[src/gdp4_pkg.sv]
/*
 * Shared constants for the four-port data-register block: register offsets,
 * widths, reset values, mode encodings, bus response codes.
 * Assumes an AXI4-Lite register bus with 32-bit data.
 */
package gdp4_pkg;
    localparam int          PORT_W     = 8;
    localparam int          NUM_PORTS  = 4;
    localparam int          ADDR_W     = 6;
    localparam int          DATA_W     = 32;
    localparam int          MODE_W     = 2;
    localparam int          SYNC_W     = 3;
    localparam int          PIN5       = 5;
    localparam int          MODE_HI    = 1;
    localparam int          MODE_LO    = 0;
    // Data registers
    localparam logic [5:0]  OFF_DATA_A = 6'h00;
    localparam logic [5:0]  OFF_DATA_B = 6'h04;
    localparam logic [5:0]  OFF_DATA_C = 6'h08;
    localparam logic [5:0]  OFF_DATA_D = 6'h0C;
    // Mode registers, two bits per pin
    localparam logic [5:0]  OFF_CFG_A  = 6'h10;
    localparam logic [5:0]  OFF_CFG_B  = 6'h14;
    localparam logic [5:0]  OFF_CFG_C  = 6'h18;
    localparam logic [5:0]  OFF_CFG_D  = 6'h1C;
    localparam logic [7:0]  DATA_RST   = 8'h00;
    localparam logic [15:0] CFG_RST    = 16'h0000;
    localparam logic [1:0]  MODE_OTHER = 2'h0;
    localparam logic [1:0]  MODE_OUT   = 2'h1;
    localparam logic [1:0]  RESP_OKAY  = 2'h0;
    localparam logic [1:0]  RESP_SLVERR = 2'h2;
endpackage

[src/gdp4_pin_sync.sv]
/*
 * Three-stage synchroniser for one 8-bit port's pin levels; a bit's filtered
 * value changes only once stages two and three agree.
 * Assumes pin levels are asynchronous to aclk.
 */
`timescale 1ns/1ps
module gdp4_pin_sync (
    input  wire logic       aclk,     // System clock
    input  wire logic       aresetn,  // Sync reset, active low
    input  wire logic [7:0] pin_in,   // Raw pin levels
    output logic      [7:0] pin_lvl   // Filtered pin levels
);
    logic [7:0] s1_ff;
    logic [7:0] s2_ff;
    logic [7:0] s3_ff;

    always_ff @(posedge aclk)
    begin
        if (!aresetn)
        begin
            s1_ff <= gdp4_pkg::DATA_RST;
            s2_ff <= gdp4_pkg::DATA_RST;
            s3_ff <= gdp4_pkg::DATA_RST;
        end
        else
        begin
            s1_ff <= pin_in;
            s2_ff <= s1_ff;
            s3_ff <= s2_ff;
        end
    end

    genvar i;
    generate
        for (i = 0; i < gdp4_pkg::PORT_W; i++)
        begin : g_bit
            always_ff @(posedge aclk)
            begin
                if (!aresetn)
                    pin_lvl[i] <= 1'b0;
                else if (s2_ff[i] == s3_ff[i])
                    pin_lvl[i] <= s3_ff[i];
            end
        end
    endgenerate
endmodule

[src/gdp4_gpio_data_ports.sv]
/*
 * Data-register side of four 8-bit general-purpose ports A to D, with per-pin
 * mode registers, pin drive, pull-up control and an AXI4-Lite slave.
 * Assumes one clock, a synchronous active-low reset and outside pad cells
 * that resolve the output enables and pull-up requests.
 */
// The register addresses and the AXI4-Lite interface to the registers were chosen for this implementation.
`timescale 1ns/1ps
module gdp4_gpio_data_ports (
    input  wire logic        aclk,          // System clock, 20 MHz
    input  wire logic        aresetn,       // Sync reset, active low
    input  wire logic [5:0]  s_axi_awaddr,  // Write address
    input  wire logic        s_axi_awvalid, // Write address valid
    output logic             s_axi_awready, // Write address ready
    input  wire logic [31:0] s_axi_wdata,   // Write data
    input  wire logic [3:0]  s_axi_wstrb,   // Write strobes
    input  wire logic        s_axi_wvalid,  // Write data valid
    output logic             s_axi_wready,  // Write data ready
    output logic [1:0]       s_axi_bresp,   // Write response
    output logic             s_axi_bvalid,  // Write response valid
    input  wire logic        s_axi_bready,  // Write response ready
    input  wire logic [5:0]  s_axi_araddr,  // Read address
    input  wire logic        s_axi_arvalid, // Read address valid
    output logic             s_axi_arready, // Read address ready
    output logic [31:0]      s_axi_rdata,   // Read data
    output logic [1:0]       s_axi_rresp,   // Read response
    output logic             s_axi_rvalid,  // Read data valid
    input  wire logic        s_axi_rready,  // Read data ready
    input  wire logic [31:0] port_pin_in,   // Pin levels, 8 per port, A low
    output logic      [31:0] port_pin_out,  // Pin drive values
    output logic      [31:0] port_pin_oe,   // Pin output enables
    output logic      [31:0] port_pullup_en,// Pull-up enables
    output logic             pin5_dedicated_function_sel // Port D pin 5 in mode 00
);
    localparam int PW = gdp4_pkg::PORT_W;
    localparam int NP = gdp4_pkg::NUM_PORTS;

    logic [NP-1:0][PW-1:0]   data_ff;
    logic [NP-1:0][2*PW-1:0] cfg_ff;
    logic [NP-1:0][PW-1:0]   pin_lvl;
    logic [NP-1:0][PW-1:0]   rd_view;
    logic [NP-1:0][PW-1:0]   oe_v;
    logic [NP-1:0][PW-1:0]   pu_v;

    logic       aw_got_ff;
    logic       w_got_ff;
    logic [5:0] awaddr_ff;
    logic [31:0] wdata_ff;
    logic [3:0] wstrb_ff;
    logic       bvalid_ff;
    logic [1:0] bresp_ff;
    logic       rvalid_ff;
    logic [31:0] rdata_ff;
    logic [1:0] rresp_ff;
    logic       do_write;

    genvar p, b;
    generate
        for (p = 0; p < NP; p++)
        begin : g_port
            gdp4_pin_sync u_sync (
                .aclk    (aclk),
                .aresetn (aresetn),
                .pin_in  (port_pin_in[p*PW +: PW]),
                .pin_lvl (pin_lvl[p])
            );
            for (b = 0; b < PW; b++)
            begin : g_bit
                logic [1:0] md;
                assign md = cfg_ff[p][2*b +: gdp4_pkg::MODE_W];
                // Read view per mode high bit
                assign rd_view[p][b] = md[gdp4_pkg::MODE_HI] ? pin_lvl[p][b]
                                                             : data_ff[p][b];
                // Port D pin 5 has no port output; mode 01 there never drives
                if (p == NP - 1 && b == gdp4_pkg::PIN5)
                begin : g_nf
                    assign oe_v[p][b] = 1'b0;
                end
                else
                begin : g_std
                    assign oe_v[p][b] = (md == gdp4_pkg::MODE_OUT);
                end
                assign pu_v[p][b] = md[gdp4_pkg::MODE_HI]
                                    & ~md[gdp4_pkg::MODE_LO];
            end
        end
    endgenerate

    assign port_pin_out   = data_ff;
    assign port_pin_oe    = oe_v;
    assign port_pullup_en = pu_v;
    assign pin5_dedicated_function_sel =
        (cfg_ff[NP-1][2*gdp4_pkg::PIN5 +: gdp4_pkg::MODE_W] == gdp4_pkg::MODE_OTHER);

    // Write channel: address and data taken in either order
    assign s_axi_awready = !aw_got_ff && !bvalid_ff;
    assign s_axi_wready  = !w_got_ff && !bvalid_ff;
    assign do_write      = aw_got_ff && w_got_ff && !bvalid_ff;

    always_ff @(posedge aclk)
    begin
        if (!aresetn)
        begin
            aw_got_ff <= 1'b0;
            awaddr_ff <= 6'h00;
        end
        else if (s_axi_awvalid && s_axi_awready)
        begin
            aw_got_ff <= 1'b1;
            awaddr_ff <= s_axi_awaddr;
        end
        else if (do_write)
            aw_got_ff <= 1'b0;
    end

    always_ff @(posedge aclk)
    begin
        if (!aresetn)
        begin
            w_got_ff <= 1'b0;
            wdata_ff <= 32'h00000000;
            wstrb_ff <= 4'h0;
        end
        else if (s_axi_wvalid && s_axi_wready)
        begin
            w_got_ff <= 1'b1;
            wdata_ff <= s_axi_wdata;
            wstrb_ff <= s_axi_wstrb;
        end
        else if (do_write)
            w_got_ff <= 1'b0;
    end

    // Register writes; data stored in every mode
    always_ff @(posedge aclk)
    begin
        if (!aresetn)
        begin
            for (int i = 0; i < NP; i++)
            begin
                data_ff[i] <= gdp4_pkg::DATA_RST;
                cfg_ff[i]  <= gdp4_pkg::CFG_RST;
            end
        end
        else if (do_write)
        begin
            for (int i = 0; i < NP; i++)
            begin
                if (awaddr_ff[5:2] == gdp4_pkg::OFF_DATA_A[5:2] + 4'(i) && wstrb_ff[0])
                    data_ff[i] <= wdata_ff[PW-1:0];
                if (awaddr_ff[5:2] == gdp4_pkg::OFF_CFG_A[5:2] + 4'(i))
                begin
                    if (wstrb_ff[0])
                        cfg_ff[i][7:0] <= wdata_ff[7:0];
                    if (wstrb_ff[1])
                        cfg_ff[i][15:8] <= wdata_ff[15:8];
                end
            end
        end
    end

    always_ff @(posedge aclk)
    begin
        if (!aresetn)
        begin
            bvalid_ff <= 1'b0;
            bresp_ff  <= gdp4_pkg::RESP_OKAY;
        end
        else if (do_write)
        begin
            bvalid_ff <= 1'b1;
            bresp_ff  <= (awaddr_ff[5] == 1'b0) ? gdp4_pkg::RESP_OKAY
                                                : gdp4_pkg::RESP_SLVERR;
        end
        else if (s_axi_bready)
            bvalid_ff <= 1'b0;
    end

    assign s_axi_bvalid = bvalid_ff;
    assign s_axi_bresp  = bresp_ff;

    // Read channel
    assign s_axi_arready = !rvalid_ff;

    always_ff @(posedge aclk)
    begin
        if (!aresetn)
        begin
            rvalid_ff <= 1'b0;
            rdata_ff  <= 32'h00000000;
            rresp_ff  <= gdp4_pkg::RESP_OKAY;
        end
        else if (s_axi_arvalid && s_axi_arready)
        begin
            rvalid_ff <= 1'b1;
            rdata_ff  <= 32'h00000000;
            rresp_ff  <= gdp4_pkg::RESP_OKAY;
            case (s_axi_araddr[5:2])
                gdp4_pkg::OFF_DATA_A[5:2]: rdata_ff[PW-1:0] <= rd_view[0];
                gdp4_pkg::OFF_DATA_B[5:2]: rdata_ff[PW-1:0] <= rd_view[1];
                gdp4_pkg::OFF_DATA_C[5:2]: rdata_ff[PW-1:0] <= rd_view[2];
                gdp4_pkg::OFF_DATA_D[5:2]: rdata_ff[PW-1:0] <= rd_view[3];
                gdp4_pkg::OFF_CFG_A[5:2]:  rdata_ff[15:0]   <= cfg_ff[0];
                gdp4_pkg::OFF_CFG_B[5:2]:  rdata_ff[15:0]   <= cfg_ff[1];
                gdp4_pkg::OFF_CFG_C[5:2]:  rdata_ff[15:0]   <= cfg_ff[2];
                gdp4_pkg::OFF_CFG_D[5:2]:  rdata_ff[15:0]   <= cfg_ff[3];
                default:                   rresp_ff <= gdp4_pkg::RESP_SLVERR;
            endcase
        end
        else if (s_axi_rready)
            rvalid_ff <= 1'b0;
    end

    assign s_axi_rvalid = rvalid_ff;
    assign s_axi_rdata  = rdata_ff;
    assign s_axi_rresp  = rresp_ff;
endmodule

[config.mk]
export PLATFORM = sky130hd
export DESIGN_NAME = gdp4_gpio_data_ports
export DESIGN_NICKNAME = d
export VERILOG_FILES = /design/src/gdp4_pkg.sv /design/src/gdp4_pin_sync.sv /design/src/gdp4_gpio_data_ports.sv
export SDC_FILE = /design/constraint.sdc
export NUM_CORES = 1
export LEC_CHECK = 0
export BUFFER_PORTS_ARGS = -buffer_cell sky130_fd_sc_hd__buf_4
export CAP_MARGIN = 20
export CORE_AREA = 2 2 114 226
export DETAILED_ROUTE_END_ITERATION = 10
export DIE_AREA = 0 0 116 228
export PLACE_DENSITY_LB_ADDON = 0.3
export SLEW_MARGIN = 0
export SYNTH_ARGS = -nofsm -noshare
export SYNTH_HDL_FRONTEND = slang
export SYNTH_SLANG_ARGS = --single-unit
[constraint.sdc]
create_clock -name aclk -period 1.4 [get_ports aclk]
set_input_delay 0.21 -clock aclk [delete_from_list [all_inputs] [get_ports aclk]]
set_output_delay 0.21 -clock aclk [all_outputs]
set_load 0.05 [all_outputs]
==> impl_results.md <==
- Core ar.: 24800 um2
- RSZ-0062 raised after global routing: true
- Share of the synthesized area in the top cell type: 52.7%
- Failing checks: setup timing
- Crit share post-route: 109%
- Boundary Pins: 225
- Avg WL per Cell: 20.1 um
- Clk slew on worst S/H paths: 0.07 ns
- Largest net degree at the start of global routing: 117
- Crit-path max cell delay: 0.34 ns
- Total grt overflow: 0
- Worst vdd ir: 1.07 mV
- GRT Util Overall: 24.7%
- Area delta synth->final: 57.0%
- Vias in the first global route: 8849
- Static Leak: 6.33 nW
- First-pass GRT wire length: 50100 um
- First-pass DRT Iterations: 5
- Initial core utilization: 41.0%
- Least-Margin Pin Slew: 0.551 ns
- Mapped cell area: 10200 um2
- Die width: 116 um
- Yosys cell types: 43
- Port bufs: 183
- Via density: 5.22
- Mapped Cells: 1063
- Final Instance Area: 16000 um2
- CTS H-tree lvls: 1
- #FFs+latches synth: 268
- Min Hold Slack: 0.117 ns
- Vias: 9170
- DP Area: 12400 um2
- Routed WL: 35300 um
- CP Capture Type: output port
- Syn Area/Cell: 9.58 um2
- Top cells by area, synth: dfxtp_1, mux2i_1, and2_1
- Fmax: 654 MHz
- CTS tree: done
- CP Cell Sequence: buf_6, nor2b_4, buf_6
- CP max-delay cell: dfxtp_2
- Area leader, netlist: dfxtp_1
- Cell mode on critical path: buf_6
- Status: finished with violations
- Share of layout cells above drive strength 1: 44.6%
- Setup slack at placement: -0.0946 ns
- Root buf cell: clkbuf_16
- Clock skew: 0.0125 ns
- Count leader, synth: dfxtp_1
- Die height: 228 um
- DP Cell Count: 1591
- Placer Congestion: 0.892
- Worst path arrival time: 1.32 ns
- Slew margin rel.: 63.3%
- FFs w/ async S/R, synth: 0%
- Dpl hpwl: 22000 um
- Rows: 82
- Antenna violations before repair: 0
- Setup violations, final: 151
- Post-synth EDFFs: 0
- CTS Buf Count: 24
- Clk_lat worst skew: 0.53 ns
- Cell Pwr Density: 994 nW/um2
- CP Max Fanout: 3
- Worst min-delay path category: in2reg
- Register area share after synthesis: 52.7%
- CP Launch Type: flop
- Clk sinks: 268
- Worst EP required: 1.19 ns
- Initial DRC count: 666
- Worst Setup Path Type: reg2out
- Main synth FF type: dfxtp_1
- Maximum root-to-sink buffer count: 3
- Die area: 26400 um2
- Final hold vios: 0
- Yosys warns: 0
- DRT antenna net count: 0
- Max-slew violation count: 0
- # nets final: 1493
- Final WS setup: -0.128 ns
- Layout Cells excl Fill: 1756
- Min cycle time layout: 1.53 ns
- Diode count: 0
- Post-route DRC violation count: 0
- Top cells by count, synth: dfxtp_1, and2_1, nand3_1
- Max cap viols: 0
## metrics by stage
stage	TNS, ns	power (mW)	utilization (%)
2_1_floorplan	-3.09	8.71	-
3_3_place_gp	-3.01	9.05	49.7
3_5_place_dp	-5.28	9.07	49.7
4_1_cts	-3.87	15.9	61.1
5_1_grt	-11.16	16.4	64.4
6_report	-5.02	15.9	64.4
## state kept, by name, indices dropped and copies added, names as in the netlist, 2 cells and up
| signal | cells |
|---|---|
| wstrb_ff | 2 |
| port_pin_out | 32 |
| awaddr_ff | 4 |
| s_axi_rdata | 16 |
| wdata_ff | 16 |
| cfg_ff | 64 |
| g_port.u_sync.s3_ff | 32 |
| g_port.u_sync.s2_ff | 32 |
| g_port.u_sync.pin_lvl | 32 |
| g_port.u_sync.s1_ff | 32 |
## report_power, final
group	switching, mW	internal (mW)
combinational	0.744	0.548
sequential	0.0895	7.67
clock	2.82	4.01
total	3.65	12.2
## per-layer routing
layer	global-route usage (%)	part of all wire (%)	up-vias
met3	3.03	5.0	68
met1	31.2	40	4413
li1	-	-	4348
met5	0	0	-
met4	9.30	4.5	0
met2	42.3	50	341
## path summary, 6_finish.rpt
kind / from / endpoint / slack (ns) / cells after the start
max: cfg_ff[55]$_SDFFE_PN0P_ / port_pullup_en[27] / -0.13 / 3
min: s_axi_wvalid / wdata_ff[0]$_SDFFE_PN0P_ / 0.12 / 4
max reg2reg: s_axi_bvalid$_SDFFE_PN0P_ / cfg_ff[29]$_SDFFE_PN0P_ / -0.10 / 5
min reg2reg: g_port[3].u_sync.s1_ff[6]$_SDFF_PN0_ / g_port[3].u_sync.s2_ff[6]$_SDFF_PN0_ / 0.43 / 1
## logic make-up after synthesis
kind of cell	Yosys count	synth area share, %
multiplexers	70	6.98
AO/OA/AOI/OAI	238	12.9
other	1	0.0368
buffers and inverters	82	4.51
flip-flops	268	52.7
AND/OR/NAND/NOR	404	22.9
## worst max-delay path: cells and delay by family, from the launching register on
family,cells,cell delay (ns)
flip-flops,1,0.34
AND/OR/NAND/NOR,1,0.16
buffers and inverters,2,0.30
## cells in the final DEF, fill, tap and decap left out, types with 9 or more instances in the layout
cell type,n
nor2b_4,63
conb_1,19
dlygate4sd3_1,57
o21ai_0,34
dfxtp_1,192
clkbuf_16,28
nor2_1,18
buf_6,69
and2_1,96
o21ai_2,13
a21oi_1,66
nand2_1,94
dfxtp_2,12
buf_8,24
nand3_1,15
nand4_4,9
dfxtp_4,64
nand3_2,81
mux2i_1,61
o22ai_1,14
o21ai_1,82
buf_4,205
buf_12,13
## final cells by class
cell class              count  area (um2)
fillers                  1943        8840
inverters                   3        11.3
flip-flops and latches    268        5620
repair buffers            372        3590
clock buffers              33         696
well taps                 336         420
clock inverters             7         114
multi-input cells         737        5540
## repair_timing
item / CTS / global route
setup endpoints to repair: 156 / 202
hold buffers: 57 / 0
setup buffers: 71 / 9
pin swaps: 16 / 59
gates cloned: 5 / 6
resized for setup: 318 / 171
endpoints found under the hold margin: 56 / 0
Note: power is estimated with default switching activity, not from simulation.
